==> config.mk <==
export PLATFORM = sky130hd
export DESIGN_NAME = tcc_timer
export DESIGN_NICKNAME = d
export VERILOG_FILES = /design/src/hw/tcc_pkg.sv /design/src/hw/tcc_timer.sv /design/src/hw/tcc_sync.sv /design/src/hw/tcc_channel.sv
export SDC_FILE = /design/constraint.sdc
export NUM_CORES = 1
export LEC_CHECK = 0
export BUFFER_PORTS_ARGS = -buffer_cell sky130_fd_sc_hd__buf_2
export CAP_MARGIN = 5
export CORE_ASPECT_RATIO = 0.6
export CORE_MARGIN = 10
export CORE_UTILIZATION = 30
export DETAILED_ROUTE_END_ITERATION = 12
export PLACE_DENSITY = 0.5
export SLEW_MARGIN = 20
export SYNTH_ARGS = -nofsm -noshare
export SYNTH_HDL_FRONTEND = slang
export SYNTH_HIERARCHICAL = 1
export SYNTH_SLANG_ARGS = --single-unit
==> constraint.sdc <==
create_clock -name aclk -period 5 [get_ports aclk]
set_input_delay 0.25 -clock aclk [delete_from_list [all_inputs] [get_ports aclk]]
set_output_delay 0.25 -clock aclk [all_outputs]
set_load 0.01 [all_outputs]
==> src/hw/tcc_pkg.sv <==
/*
 * constants for the two channel capture/compare timer: register byte offsets,
 * field positions, reset values and mode encodings.
 * assumes an axi4-lite slave with 32-bit data, one register per aligned word.
 */
package tcc_pkg;
    localparam int          ADDR_W          = 8;
    localparam int          CNT_W           = 16;
    localparam int          PRE_W           = 6;
    localparam int          SYNC_STAGES     = 2;

    localparam logic [7:0]  OFF_CTRL        = 8'h00;
    localparam logic [7:0]  OFF_COUNT       = 8'h04;
    localparam logic [7:0]  OFF_MODULO      = 8'h08;
    localparam logic [7:0]  OFF_CH0_CTRL    = 8'h0c;
    localparam logic [7:0]  OFF_CH0_VAL     = 8'h10;
    localparam logic [7:0]  OFF_CH1_CTRL    = 8'h14;
    localparam logic [7:0]  OFF_CH1_VAL     = 8'h18;

    localparam logic [2:0]  IDX_CTRL        = 3'h0;
    localparam logic [2:0]  IDX_COUNT       = 3'h1;
    localparam logic [2:0]  IDX_MODULO      = 3'h2;
    localparam logic [2:0]  IDX_CH0_CTRL    = 3'h3;
    localparam logic [2:0]  IDX_CH0_VAL     = 3'h4;
    localparam logic [2:0]  IDX_CH1_CTRL    = 3'h5;
    localparam logic [2:0]  IDX_CH1_VAL     = 3'h6;
    localparam logic [2:0]  IDX_NONE        = 3'h7;

    localparam int          CTRL_OVF_FLAG   = 7;
    localparam int          CTRL_OVF_IE     = 6;
    localparam int          CTRL_STOP       = 5;
    localparam int          CTRL_CNT_RST    = 4;
    localparam int          CTRL_PS_LSB     = 0;
    localparam int          PS_W            = 3;
    localparam logic [2:0]  PS_MAX          = 3'h6;

    localparam int          CH_FLAG         = 7;
    localparam int          CH_IE           = 6;
    localparam int          CH_MS_HIGH      = 5;
    localparam int          CH_MS_LOW       = 4;
    localparam int          CH_ELS_HIGH     = 3;
    localparam int          CH_ELS_LOW      = 2;
    localparam int          CH_TOV          = 1;
    localparam int          CH_MAX          = 0;

    localparam logic        STOP_RST        = 1'b1;
    localparam logic [2:0]  PS_RST          = 3'h0;
    localparam logic [15:0] MODULO_RST      = 16'hffff;

    localparam logic [1:0]  ELS_OFF         = 2'h0;
    localparam logic [1:0]  ELS_TOGGLE      = 2'h1;
    localparam logic [1:0]  ELS_CLEAR       = 2'h2;
    localparam logic [1:0]  ELS_SET         = 2'h3;

    localparam logic [1:0]  RESP_OKAY       = 2'b00;
    localparam logic [1:0]  RESP_SLVERR     = 2'b10;

    typedef enum logic [1:0] {
        MODE_CAPTURE  = 2'b00,
        MODE_COMPARE  = 2'b01,
        MODE_BUFFERED = 2'b10,
        MODE_BUF_ALT  = 2'b11
    } tcc_mode_e;
endpackage

==> src/hw/tcc_timer.sv <==
/*
 * two channel capture/compare timer with prescaled 16-bit modulo counter,
 * axi4-lite register slave and channel pin drivers.
 * assumes one clock (aclk), synchronous active-low reset, asynchronous pins.
 */
`timescale 1ns/1ns
// Operation
// two channels, each capture or compare
// prescaler picks one of seven rates
// active pin edge captures counter value; code ignores edges while the counter is stopped
// every capture overwrites, flag state ignored
// captured value lands two cycles later
// set flag raises enabled interrupt request
// reset leaves channel values untouched
// all channels share one modulo counter
// compare match sets, clears or toggles
// unbuffered writes take effect at once
// link bit pairs channels onto pin0
// last written set takes over at overflow
// linked: channel1 control unused, pin1 released
// toggle on overflow forms pwm period
// pulse runs overflow to compare match
// modulo ff gives 256 cycle period
// buffered write applies next pwm period
// software writes only the inactive set
// software times unbuffered value changes
// software avoids toggle on compare
// counter at modulo sets overflow flag
// mode and edge encodings as documented
// zero and full duty outputs
// counter wraps to zero after modulo
module tcc_timer #(
    parameter int AW = tcc_pkg::ADDR_W
) (
    input  wire logic          aclk,
    input  wire logic          aresetn,
    input  wire logic [AW-1:0] s_axi_awaddr,
    input  wire logic          s_axi_awvalid,
    output logic               s_axi_awready,
    input  wire logic [31:0]   s_axi_wdata,
    input  wire logic [3:0]    s_axi_wstrb,
    input  wire logic          s_axi_wvalid,
    output logic               s_axi_wready,
    output logic [1:0]         s_axi_bresp,
    output logic               s_axi_bvalid,
    input  wire logic          s_axi_bready,
    input  wire logic [AW-1:0] s_axi_araddr,
    input  wire logic          s_axi_arvalid,
    output logic               s_axi_arready,
    output logic [31:0]        s_axi_rdata,
    output logic [1:0]         s_axi_rresp,
    output logic               s_axi_rvalid,
    input  wire logic          s_axi_rready,
    input  wire logic [1:0]    chan_pin_in,
    output logic      [1:0]    chan_pin_out,
    output logic      [1:0]    chan_pin_oe,
    output logic               timer_irq
);
    function automatic logic [2:0] reg_index(input logic [AW-1:0] a);
        logic [2:0] idx;
        idx = tcc_pkg::IDX_NONE;
        case (a)
            AW'(tcc_pkg::OFF_CTRL):     idx = tcc_pkg::IDX_CTRL;
            AW'(tcc_pkg::OFF_COUNT):    idx = tcc_pkg::IDX_COUNT;
            AW'(tcc_pkg::OFF_MODULO):   idx = tcc_pkg::IDX_MODULO;
            AW'(tcc_pkg::OFF_CH0_CTRL): idx = tcc_pkg::IDX_CH0_CTRL;
            AW'(tcc_pkg::OFF_CH0_VAL):  idx = tcc_pkg::IDX_CH0_VAL;
            AW'(tcc_pkg::OFF_CH1_CTRL): idx = tcc_pkg::IDX_CH1_CTRL;
            AW'(tcc_pkg::OFF_CH1_VAL):  idx = tcc_pkg::IDX_CH1_VAL;
            default:                    idx = tcc_pkg::IDX_NONE;
        endcase
        return idx;
    endfunction

    localparam int PRE_W = tcc_pkg::PRE_W;

    // bus slave state
    logic [AW-1:0] awaddr_ff;
    logic [31:0]   wdata_ff;
    logic [3:0]    wstrb_ff;
    logic [AW-1:0] araddr_ff;
    logic          rd_pend_ff;
    logic          wr_go;
    logic          rd_go;
    logic [2:0]    wr_idx;
    logic [2:0]    rd_idx;
    logic [31:0]   nxt_rdata;

    // timer state
    logic             ovf_flag_ff;
    logic             ovf_arm_ff;
    logic             ovf_ie_ff;
    logic             stop_ff;
    logic [2:0]       ps_ff;
    logic [PRE_W-1:0] pre_ff;
    logic [15:0]      cnt_ff;
    logic [15:0]      modulo_ff;
    logic             cnt_step_ff;
    logic             cnt_rst_wr;
    logic [PRE_W-1:0] ps_mask;
    logic             tick;
    logic             ovf_evt;
    logic             wrap_evt;

    // channel state
    logic [1:0]  ch_flag_ff;
    logic [1:0]  ch_arm_ff;
    logic [1:0]  ch_ie_ff;
    logic [1:0]  ch_mode_ff [2];
    logic [1:0]  ch_els_ff  [2];
    logic [1:0]  ch_tov_ff;
    logic [1:0]  ch_max_ff;
    logic [15:0] ch_val_ff  [2];
    logic [1:0]  ch_ctrl_wr;
    logic [1:0]  ch_val_wr;
    logic [1:0]  cap_evt;
    logic [1:0]  cmp_evt;
    logic [1:0]  pin_sync;
    logic [7:0]  ch_ctrl_rd [2];
    logic        link;
    logic        act_ff;
    logic        last_wr_ff;
    logic        nxt_last_wr;
    logic [15:0] cmp0_value;

    // write channel: address and data may arrive in either order
    assign wr_go  = !s_axi_awready && !s_axi_wready && !s_axi_bvalid;
    assign wr_idx = reg_index(awaddr_ff);
    assign rd_go  = rd_pend_ff;
    assign rd_idx = reg_index(araddr_ff);

    always_ff @(posedge aclk) begin
        if (!aresetn) begin
            s_axi_awready <= 1'b1;
            s_axi_wready  <= 1'b1;
            s_axi_bvalid  <= 1'b0;
            s_axi_bresp   <= tcc_pkg::RESP_OKAY;
            awaddr_ff     <= '0;
            wdata_ff      <= '0;
            wstrb_ff      <= '0;
        end else begin
            if (s_axi_awvalid && s_axi_awready) begin
                s_axi_awready <= 1'b0;
                awaddr_ff     <= s_axi_awaddr;
            end
            if (s_axi_wvalid && s_axi_wready) begin
                s_axi_wready <= 1'b0;
                wdata_ff     <= s_axi_wdata;
                wstrb_ff     <= s_axi_wstrb;
            end
            if (wr_go) begin
                s_axi_bvalid <= 1'b1;
                s_axi_bresp  <= (wr_idx == tcc_pkg::IDX_NONE) ? tcc_pkg::RESP_SLVERR : tcc_pkg::RESP_OKAY;
            end
            if (s_axi_bvalid && s_axi_bready) begin
                s_axi_bvalid  <= 1'b0;
                s_axi_awready <= 1'b1;
                s_axi_wready  <= 1'b1;
            end
        end
    end

    always_ff @(posedge aclk) begin
        if (!aresetn) begin
            s_axi_arready <= 1'b1;
            s_axi_rvalid  <= 1'b0;
            s_axi_rdata   <= '0;
            s_axi_rresp   <= tcc_pkg::RESP_OKAY;
            araddr_ff     <= '0;
            rd_pend_ff    <= 1'b0;
        end else begin
            if (s_axi_arvalid && s_axi_arready) begin
                s_axi_arready <= 1'b0;
                araddr_ff     <= s_axi_araddr;
                rd_pend_ff    <= 1'b1;
            end
            if (rd_go) begin
                rd_pend_ff   <= 1'b0;
                s_axi_rvalid <= 1'b1;
                s_axi_rdata  <= nxt_rdata;
                s_axi_rresp  <= (rd_idx == tcc_pkg::IDX_NONE) ? tcc_pkg::RESP_SLVERR : tcc_pkg::RESP_OKAY;
            end
            if (s_axi_rvalid && s_axi_rready) begin
                s_axi_rvalid  <= 1'b0;
                s_axi_arready <= 1'b1;
            end
        end
    end

    always_comb begin
        nxt_rdata = '0;
        case (rd_idx)
            tcc_pkg::IDX_CTRL: begin
                nxt_rdata[tcc_pkg::CTRL_OVF_FLAG] = ovf_flag_ff;
                nxt_rdata[tcc_pkg::CTRL_OVF_IE]   = ovf_ie_ff;
                nxt_rdata[tcc_pkg::CTRL_STOP]     = stop_ff;
                nxt_rdata[tcc_pkg::CTRL_PS_LSB +: tcc_pkg::PS_W] = ps_ff;
            end
            tcc_pkg::IDX_COUNT:    nxt_rdata[15:0] = cnt_ff;
            tcc_pkg::IDX_MODULO:   nxt_rdata[15:0] = modulo_ff;
            tcc_pkg::IDX_CH0_CTRL: nxt_rdata[7:0]  = ch_ctrl_rd[0];
            tcc_pkg::IDX_CH0_VAL:  nxt_rdata[15:0] = ch_val_ff[0];
            tcc_pkg::IDX_CH1_CTRL: nxt_rdata[7:0]  = ch_ctrl_rd[1];
            tcc_pkg::IDX_CH1_VAL:  nxt_rdata[15:0] = ch_val_ff[1];
            default:               nxt_rdata = '0;
        endcase
    end

    // seven prescaler rates
    assign ps_mask    = (ps_ff > tcc_pkg::PS_MAX) ? ~PRE_W'(0) : PRE_W'((7'h01 << ps_ff) - 7'h01);
    assign tick       = ((pre_ff & ps_mask) == ps_mask);
    assign cnt_rst_wr = wr_go && (wr_idx == tcc_pkg::IDX_CTRL) && wstrb_ff[0] && wdata_ff[tcc_pkg::CTRL_CNT_RST];
    // counter reaches modulo
    assign ovf_evt    = cnt_step_ff && (cnt_ff == modulo_ff);
    // pin toggles on wrap
    // acting on the wrap, not on modulo itself, makes the pulse width equal the compare value
    assign wrap_evt   = cnt_step_ff && (cnt_ff == 16'h0000);

    // one shared counter
    always_ff @(posedge aclk) begin
        if (!aresetn || cnt_rst_wr) begin
            pre_ff      <= '0;
            cnt_ff      <= '0;
            cnt_step_ff <= 1'b0;
        end else begin
            cnt_step_ff <= !stop_ff && tick;
            if (!stop_ff) begin
                pre_ff <= pre_ff + PRE_W'(1);
                if (tick) begin
                    // wrap after modulo
                    // period is modulo plus one
                    cnt_ff <= (cnt_ff == modulo_ff) ? 16'h0000 : cnt_ff + 16'h0001;
                end
            end
        end
    end

    always_ff @(posedge aclk) begin
        if (!aresetn) begin
            ovf_ie_ff <= 1'b0;
            stop_ff   <= tcc_pkg::STOP_RST;
            ps_ff     <= tcc_pkg::PS_RST;
            modulo_ff <= tcc_pkg::MODULO_RST;
        end else if (wr_go) begin
            if (wr_idx == tcc_pkg::IDX_CTRL && wstrb_ff[0]) begin
                ovf_ie_ff <= wdata_ff[tcc_pkg::CTRL_OVF_IE];
                stop_ff   <= wdata_ff[tcc_pkg::CTRL_STOP];
                ps_ff     <= wdata_ff[tcc_pkg::CTRL_PS_LSB +: tcc_pkg::PS_W];
            end
            if (wr_idx == tcc_pkg::IDX_MODULO) begin
                if (wstrb_ff[0]) modulo_ff[7:0]  <= wdata_ff[7:0];
                if (wstrb_ff[1]) modulo_ff[15:8] <= wdata_ff[15:8];
            end
        end
    end

    // overflow flag: clear needs a read with the flag set, then a zero write
    always_ff @(posedge aclk) begin
        if (!aresetn) begin
            ovf_flag_ff <= 1'b0;
            ovf_arm_ff  <= 1'b0;
        end else begin
            if (rd_go && rd_idx == tcc_pkg::IDX_CTRL && ovf_flag_ff) begin
                ovf_arm_ff <= 1'b1;
            end
            if (wr_go && wr_idx == tcc_pkg::IDX_CTRL && wstrb_ff[0]) begin
                ovf_arm_ff <= 1'b0;
                if (ovf_arm_ff && !wdata_ff[tcc_pkg::CTRL_OVF_FLAG]) begin
                    ovf_flag_ff <= 1'b0;
                end
            end
            // set beats clear
            if (ovf_evt) begin
                ovf_flag_ff <= 1'b1;
                ovf_arm_ff  <= 1'b0;
            end
        end
    end

    // link bit on channel 0
    assign link = ch_mode_ff[0][1];
    assign nxt_last_wr = ch_val_wr[1] ? 1'b1 : (ch_val_wr[0] ? 1'b0 : last_wr_ff);
    // inactive set applies next period
    assign cmp0_value = link ? ch_val_ff[act_ff] : ch_val_ff[0];

    // swap at overflow
    always_ff @(posedge aclk) begin
        if (!aresetn || !link) begin
            act_ff     <= 1'b0;
            last_wr_ff <= 1'b0;
        end else begin
            last_wr_ff <= nxt_last_wr;
            if (ovf_evt) begin
                act_ff <= nxt_last_wr;
            end
        end
    end

    tcc_sync #(
        .W (2)
    ) u_sync (
        .aclk     (aclk),
        .aresetn  (aresetn),
        .async_in (chan_pin_in),
        .sync_out (pin_sync)
    );

    // two channels, independent unless the link bit on channel 0 is set
    genvar g;
    generate
        for (g = 0; g < 2; g++) begin : gen_ch
            localparam logic [2:0] CTRL_IDX = (g == 0) ? tcc_pkg::IDX_CH0_CTRL : tcc_pkg::IDX_CH1_CTRL;
            localparam logic [2:0] VAL_IDX  = (g == 0) ? tcc_pkg::IDX_CH0_VAL : tcc_pkg::IDX_CH1_VAL;

            assign ch_ctrl_wr[g] = wr_go && (wr_idx == CTRL_IDX) && wstrb_ff[0];
            assign ch_val_wr[g]  = wr_go && (wr_idx == VAL_IDX) && (wstrb_ff[1:0] != 2'b00);
            assign ch_ctrl_rd[g] = {ch_flag_ff[g], ch_ie_ff[g], ch_mode_ff[g], ch_els_ff[g],
                                    ch_tov_ff[g], ch_max_ff[g]};

            // mode and edge fields
            always_ff @(posedge aclk) begin
                if (!aresetn) begin
                    ch_ie_ff[g]   <= 1'b0;
                    ch_mode_ff[g] <= tcc_pkg::MODE_CAPTURE;
                    ch_els_ff[g]  <= tcc_pkg::ELS_OFF;
                    ch_tov_ff[g]  <= 1'b0;
                    ch_max_ff[g]  <= 1'b0;
                end else if (ch_ctrl_wr[g]) begin
                    ch_ie_ff[g]   <= wdata_ff[tcc_pkg::CH_IE];
                    // buffered link exists only on channel 0
                    ch_mode_ff[g] <= {(g == 0) && wdata_ff[tcc_pkg::CH_MS_HIGH], wdata_ff[tcc_pkg::CH_MS_LOW]};
                    ch_els_ff[g]  <= {wdata_ff[tcc_pkg::CH_ELS_HIGH], wdata_ff[tcc_pkg::CH_ELS_LOW]};
                    ch_tov_ff[g]  <= wdata_ff[tcc_pkg::CH_TOV];
                    ch_max_ff[g]  <= wdata_ff[tcc_pkg::CH_MAX];
                end
            end

            always_ff @(posedge aclk) begin
                if (!aresetn) begin
                    ch_flag_ff[g] <= 1'b0;
                    ch_arm_ff[g]  <= 1'b0;
                end else begin
                    if (rd_go && rd_idx == CTRL_IDX && ch_flag_ff[g]) begin
                        ch_arm_ff[g] <= 1'b1;
                    end
                    if (ch_ctrl_wr[g]) begin
                        ch_arm_ff[g] <= 1'b0;
                        if (ch_arm_ff[g] && !wdata_ff[tcc_pkg::CH_FLAG]) begin
                            ch_flag_ff[g] <= 1'b0;
                        end
                    end
                    // flag set beats clear
                    if (cap_evt[g] || cmp_evt[g]) begin
                        ch_flag_ff[g] <= 1'b1;
                        ch_arm_ff[g]  <= 1'b0;
                    end
                end
            end

            // no reset on values
            always_ff @(posedge aclk) begin
                if (cap_evt[g]) begin
                    // capture always overwrites
                    // two-stage sync then latch
                    ch_val_ff[g] <= cnt_ff;
                end else if (wr_go && wr_idx == VAL_IDX) begin
                    // unbuffered write is immediate
                    if (wstrb_ff[0]) ch_val_ff[g][7:0]  <= wdata_ff[7:0];
                    if (wstrb_ff[1]) ch_val_ff[g][15:8] <= wdata_ff[15:8];
                end
            end

            // channel 1 idle while linked
            tcc_channel u_channel (
                .aclk          (aclk),
                .aresetn       (aresetn),
                .mode          (ch_mode_ff[g]),
                .els           (ch_els_ff[g]),
                .tov           (ch_tov_ff[g]),
                .max_duty      (ch_max_ff[g]),
                .capture_allow (!stop_ff && !((g == 1) && link)),
                .cmp_enable    (!((g == 1) && link)),
                .pin_sync      (pin_sync[g]),
                .cnt_step      (cnt_step_ff),
                .ovf_evt       (wrap_evt),
                .count         (cnt_ff),
                .cmp_value     ((g == 0) ? cmp0_value : ch_val_ff[g]),
                .capture_evt   (cap_evt[g]),
                .compare_evt   (cmp_evt[g]),
                .pin_out       (chan_pin_out[g])
            );

            // release pin 1 when linked
            always_ff @(posedge aclk) begin
                if (!aresetn) begin
                    chan_pin_oe[g] <= 1'b0;
                end else begin
                    chan_pin_oe[g] <= (ch_mode_ff[g] != tcc_pkg::MODE_CAPTURE) && (ch_els_ff[g] != tcc_pkg::ELS_OFF)
                                      && !((g == 1) && link);
                end
            end
        end
    endgenerate

    // interrupt request
    always_ff @(posedge aclk) begin
        if (!aresetn) begin
            timer_irq <= 1'b0;
        end else begin
            timer_irq <= (ovf_flag_ff && ovf_ie_ff) || ((ch_flag_ff & ch_ie_ff) != 2'b00);
        end
    end
endmodule

==> src/hw/tcc_sync.sv <==
/*
 * two-flop synchroniser for the channel pins.
 * assumes inputs are asynchronous to aclk; only the last stage is read outside.
 */
`timescale 1ns/1ns
module tcc_sync #(
    parameter int W = 2
) (
    input  wire logic         aclk,
    input  wire logic         aresetn,
    input  wire logic [W-1:0] async_in,
    output logic      [W-1:0] sync_out
);
    logic [W-1:0] meta_ff;

    always_ff @(posedge aclk) begin
        if (!aresetn) begin
            meta_ff  <= '0;
            sync_out <= '0;
        end else begin
            meta_ff  <= async_in;
            sync_out <= meta_ff;
        end
    end
endmodule

==> src/hw/tcc_channel.sv <==
/*
 * one timer channel: edge detect for capture, compare match and pin action.
 * assumes a synchronised pin level and a counter step pulse from the top.
 */
`timescale 1ns/1ns
module tcc_channel (
    input  wire logic        aclk,
    input  wire logic        aresetn,
    input  wire logic [1:0]  mode,
    input  wire logic [1:0]  els,
    input  wire logic        tov,
    input  wire logic        max_duty,
    input  wire logic        capture_allow,
    input  wire logic        cmp_enable,
    input  wire logic        pin_sync,
    input  wire logic        cnt_step,
    input  wire logic        ovf_evt,
    input  wire logic [15:0] count,
    input  wire logic [15:0] cmp_value,
    output logic             capture_evt,
    output logic             compare_evt,
    output logic             pin_out
);
    logic pin_prev_ff;
    logic is_capture;
    logic is_output;
    logic rise;
    logic fall;

    assign is_capture = (mode == tcc_pkg::MODE_CAPTURE);
    assign is_output  = !is_capture && cmp_enable;
    assign rise       = pin_sync && !pin_prev_ff;
    assign fall       = !pin_sync && pin_prev_ff;

    always_ff @(posedge aclk) begin
        if (!aresetn) begin
            pin_prev_ff <= 1'b0;
        end else begin
            pin_prev_ff <= pin_sync;
        end
    end

    // edge select
    assign capture_evt = is_capture && capture_allow && ((els[0] && rise) || (els[1] && fall));

    // compare match
    assign compare_evt = is_output && cnt_step && (count == cmp_value);

    always_ff @(posedge aclk) begin
        if (!aresetn) begin
            pin_out <= 1'b0;
        end else if (is_output) begin
            // toggle on overflow
            if (ovf_evt && tov) begin
                // full or zero duty forcing
                if (max_duty) begin
                    pin_out <= !els[0];
                end else begin
                    pin_out <= !pin_out;
                end
            end
            // compare ends pulse
            if (compare_evt && !(tov && max_duty)) begin
                case (els)
                    tcc_pkg::ELS_TOGGLE: pin_out <= !pin_out;
                    tcc_pkg::ELS_CLEAR:  pin_out <= 1'b0;
                    tcc_pkg::ELS_SET:    pin_out <= 1'b1;
                    default:             pin_out <= pin_out;
                endcase
            end
        end
    end
endmodule

# Yosys cells after proc, flatten, opt, wreduce, memory -nomap -nowiden
# Memories as Yosys holds them, arrays and structs flattened. A register that Yosys moved wholly into a read port is not among the register bits.
# Index checks and enable logic that the tools add are counted.
dict set report totals {
  ramBits 40
  reg_bits 129
  output_inout_bits 46
  n_memories 3
  inputBits 61
}
# memory depth width read_ports rd_clocked_by_memory_dff wr line_no
set memory_table {}
lappend memory_table {ch_val_ff 2 16 3 1 2 tcc_timer.sv:113} ;# logic [15:0] ch_val_ff [2];
lappend memory_table {ch_els_ff 2 2 2 0 2 tcc_timer.sv:110} ;# logic [1:0] ch_els_ff [2];
lappend memory_table {ch_mode_ff 2 2 2 0 2 tcc_timer.sv:109} ;# logic [1:0] ch_mode_ff [2];
dict set report classes {
  n_addsub 3
  shifts 1
  muxes 66
  reduce_logical 121
  eq_ne 37
  order_cmp 1
  bitwise_logic 13
}
# op count
set op_table {}
lappend op_table {{case mux 3 bit (7 select lines)} 4}
lappend op_table {{logical AND 1 bit} 59}
lappend op_table {{== test 16 bit} 3}
lappend op_table {{== test 8 x 5 -> 1 bit, second input constant} 6}
lappend op_table {{two-way mux 1 bit} 45}
lappend op_table {{== test 8 x 4 -> 1 bit, second input constant} 4}
lappend op_table {{two-way mux 16 bit} 2}
lappend op_table {{two-way mux 8 bit} 4}
lappend op_table {{case mux 8 bit (4 select lines)} 1}
lappend op_table {{nonzero test 2 bit} 14}
lappend op_table {{== test 3 bit, second input constant} 8}
lappend op_table {{logical NOT 1 bit} 19}
lappend op_table {{adder 16 x 1 -> 16 bit, second input constant} 1}
lappend op_table {{== test 8 x 3 -> 1 bit, second input constant} 2}
lappend op_table {{logical NOT 16 bit} 1}
lappend op_table {{logical NOT 8 bit} 2}
lappend op_table {{== test 3 x 2 -> 1 bit, second input constant} 4}
lappend op_table {{two-way mux 2 bit} 6}
lappend op_table {{case mux 2 bit (6 select lines)} 1}
lappend op_table {{AND reduction 3 bit} 4}
lappend op_table {{AND reduction 2 bit} 5}
lappend op_table {{OR reduction 3 bit} 3}
lappend op_table {{== test 2 bit, second input constant} 4}
lappend op_table {{inequality test 4 bit, second input constant} 2}
lappend op_table {{17 further kinds} 38}

# Depth between registers and ports, before layout
dict set report depth {
  word_depth 9
  mapped_depth 9
}

# Hierarchy
# The synthesis kept the hierarchy.
# module instances area_per_inst_um2 cells_per_inst seq_area_each_um2
set modules_own_cells {}
lappend modules_own_cells {tcc_timer 1 7716.2 794 3573.4}
lappend modules_own_cells {tcc_channel 2 350.3 45 40.0}
lappend modules_own_cells {tcc_sync 1 105.1 8 80.1}

# Least setup slack after synthesis
# No wires, ideal clock.
dict set report synth_timing {
  path_kind {register to register}
  startpoint {mem ch_mode_ff[0][1]}
  endpoint {reg gen_ch[0].u_channel.pin_out}
  synth_period_minus_slack_ns 2.676
  required_time_ns 4.885
  stages_incl_launch_ff 10
  path_buffers 2
  arrival_ns 2.561
  setup_ns 0.115
  setup_slack_ns 2.324
  path_cell_list {edfxtp_1 clkbuf_1 nand2_1 clkbuf_1 mux2_2 xor2_1 nor4_1 nand4_1 o32a_1 o21a_1}
}
# item line_no
set synth_rtl {}
lappend synth_rtl {{start: declaration} tcc_timer.sv:109}
lappend synth_rtl {{end signal: assignment} tcc_channel.sv:57} ;# pin_out <= !els[0];
lappend synth_rtl {{end signal: assignment} tcc_channel.sv:59} ;# pin_out <= !pin_out;
lappend synth_rtl {{end signal: assignment} tcc_channel.sv:65} ;# tcc_pkg::ELS_TOGGLE: pin_out <= !pin_out;
lappend synth_rtl {{end: declaration} tcc_channel.sv:22} ;# output logic pin_out

==> impl_results.md <==
- Worst-skew pair later-pin latency: 0.46 ns
- Sequential share of power: 47.7%
- Post-Synth XOR/XNOR Area: 6.06%
- Layout Nets: 1007
- Chip width: 238 um
- DIE AREA: 35800 sq um
- Flop-to-flop setup slack: 1.68 ns
- Area share of the largest cell type after synthesis: 30.1%
- CTS Root Cell: clkbuf_16
- Initial antenna violation count: 0
- Drt drc: 0
- Post-route ant nets: 0
- Sequential area share after synthesis: 43.8%
- Yosys warns: 6
- IO Count: 107
- Leakage: 3.62 nW
- Total power: 3.04 mW
- Number of global-route vias before repair: 6427
- H-tree level count: 4
- Row count: 47
- Final-report hold violation count: 0
- Comb power frac: 6.4%
- RSZ-0062 raised after global routing: no
- Core area: 27800 sq um
- Clock power share: 45.8%
- # placed instances: 1286
- Routed wire length: 27.7 mm
- Diode count: 0
- Avg Inst Size Synth: 9.55 sq um
- Max Cap Violations: 0
- TritonRoute pass-1 iters: 5
- Status: finished clean
- Slew @ Worst Pin: 1.04 ns
- Minimum clock period: 3.32 ns
- Synth Area in Adders: 0.734%
- Pint: 2.28 mW
- Post-synthesis sequential element count: 167
- Slowest stage delay, CP: 0.61 ns
- WL per Instance: 20.9 um
- Synth area leaders: dfxtp_1 30%, edfxtp_1 14%, mux2_2 6.1%, nand2_1 5.5%, a21boi_0 3.7%
- Setup Fix Bufs, Post-CTS: 0
- Switching power: 0.758 mW
- Via count: 6869
- Power per Cell Area: 311 nW/um^2
- Post-Synth Simple-Gate Area: 19.9%
- Fmax: 302 MHz
- Synth Instances: 892
- Via density: 5.20
- Post-cts sizing count: 0
- Worst-case clock buffer depth: 2
- Slew HR: 30.3%
- Layout cells sized above 1: 18.3%
- Final Cycle Share: 66.3%
- Synth Area in Compound Gates: 15.1%
- Fin Hold WS: 0.0460 ns
- CP Max Fanout: 16
- Dpl hpwl: 20.5 mm
- Final setup vio count: 0
- Hold WC Path Type: in -> reg
- Total CTS buffers: 17
- Critical setup path kind: reg -> reg
- Synth area leader: dfxtp_1
- Peak VDD IR: 0.000199 V
- Post-synthesis mux area share: 9.29%
- Critical-path cell list: nand2_1, mux2_2, xor2_1, nor4_1, nand4_1, o32a_1, o21a_1
- Clock Skew: 0.0134 ns
- Total clock sinks: 167
- DRT iter0 DRCs: 620
- Sw frac: 25.0%
- Cell family with most CP delay: simple AND/OR/NAND/NOR gates
- Reg clk slew, reported paths: 0.07 ns
- GP Congestion: 0.887
- Tot GR Track Use: 15.5%
- Largest family of logic cells by synthesized area: simple AND/OR/NAND/NOR gates
- Most frequent cells in the layout: 128 x dfxtp_1, 124 x nand2_1, 70 x buf_2
- Die height: 151 um
- Worst EP arrival: 3.66 ns
- TritonCTS clock tree: done
- Setup crit start kind: register
- CP endpoint kind: register
- Post-synth top flop: dfxtp_1
- Synth-to-layout area growth: 14.4%
- Final slew viol count: 0
- Pre-CTS setup slack: 1.70 ns
- Async set-reset flop share out of synthesis: 0%
- Final worst-path setup slack: 1.68 ns
- Port bufs: 70
- Post-Route Setup TNS: 0 ns
- Critical path buffer and inverter count: 0
- Slowest stage cell on the critical path: edfxtp_1
- Yosys cell types: 71
- Post-synth EDFFs: 39
- Syn Std Cell Area: 8520 sq um
- Most common cell after layout, fill and taps aside: dfxtp_1
- Fin cells: 1321
- Initial Util: 30.7%
- GRT overflow: 0
- CP required: 5.35 ns
- Largest net degree at the start of global routing: 72
- Global-route wire length before repair: 41.8 mm
==> tightest hold or removal path, delay by kind of cell <==
kind / cells / cell delay [ns]
AND/OR/NAND/NOR: 1 / 0.04
AO/OA/AOI/OAI: 1 / 0.06
buffers and inverters: 1 / 0.09
==> power groups by stage <==
stage	logic, mW	registers [mW]	clock network [mW]
6_report	0.195	1.45	1.39
2_1_floorplan	0.145	1.45	0
5_1_grt	0.217	1.45	1.48
3_5_place_dp	0.192	1.48	0
4_1_cts	0.194	1.45	1.41
3_3_place_gp	0.190	1.48	0
==> per-layer routing <==
layer | GRT usage, % | wire length, um | vias to the layer above
met5 | 0 | 0 | -
met4 | 3.32 | 225 | 0
met2 | 19.1 | 10200 | 233
met3 | 5.06 | 2380 | 15
met1 | 24.5 | 14800 | 3349
li1 | - | - | 3272
==> stage by stage <==
step	utilization (%)	instance area, sq um
after floorplan	-	8590
after global placement	32.8	9120
after detailed placement	32.8	9120
after CTS	35.1	9750
after global routing	35.1	9750
final	35.1	9750
==> sequential cells by signal (all words and copies together) (netlist names), 2 cells and up, named ones only <==
signal,flops
ch_els_ff,4
s_axi_rdata,16
pre_ff,6
gen_ch.u_channel/pin_prev_ff,2
ch_arm_ff,2
ch_val_ff,32
modulo_ff,16
gen_ch.u_channel/pin_out,2
ch_mode_ff,3
araddr_ff,8
u_sync/meta_ff,2
cnt_ff,16
u_sync/sync_out,2
ps_ff,3
wstrb_ff,2
awaddr_ff,8
chan_pin_oe,2
wdata_ff,16
ch_ctrl_rd,8
==> cell usage after synthesis (all sizes together), types with 3 or more instances <==
library cell / n
a31oi: 9
a22o: 8
and2: 12
nand2: 124
and3: 11
nand4: 18
a21oi: 17
a2111oi: 4
nor2b: 16
nor4: 16
nor4b: 4
a221oi: 3
a21boi: 44
o31ai: 4
xor2: 33
clkbuf: 30
or3: 14
or4: 4
buf: 39
mux2: 47
mux2i: 24
inv: 18
nand2b: 4
edfxtp: 39
o21a: 7
nand3: 34
ha: 5
o211ai: 3
o21ai: 46
nand3b: 5
dfxtp: 128
nor2: 34
xnor2: 26
a22oi: 24
nor3: 12
==> final cells by class <==
type | instances | area (sq um)
Tap cell | 367 | 459
Timing Repair Buffer | 80 | 445
Clock inverter | 13 | 150
Sequential cell | 167 | 3730
Fill cell | 2910 | 18000
Inverter | 18 | 67.6
Clock buffer | 19 | 454
Multi-Input combinational cell | 657 | 4440
==> timing repair <==
| item | 4_1_cts | 5_1_grt |
|---|---|---|
| endpoints found under the setup margin | 0 | 0 |
| hold buffers | 3 | 0 |
| endpoints found under the hold margin | 3 | 0 |
==> worst paths after layout <==
path                startpoint                           to  cells after the start
max reg2reg   ch_mode_ff[0][1]  gen_ch[0].u_channel/pin_out                      7
max           ch_mode_ff[0][1]  gen_ch[0].u_channel/pin_out                      7
min reg2reg  u_sync/meta_ff[0]           u_sync/sync_out[0]                      1
min             s_axi_wdata[2]                  wdata_ff[2]                      3
==> cells by family after synthesis <==
logic type,count (synthesis)
XOR/XNOR,59
other,2
multiplexers,72
AO/OA/AOI/OAI,185
AND/OR/NAND/NOR,315
flip-flops,167
adder cells (fa/ha/maj),5
buffers and inverters,87
Note: power is estimated with default switching activity, not from simulation.
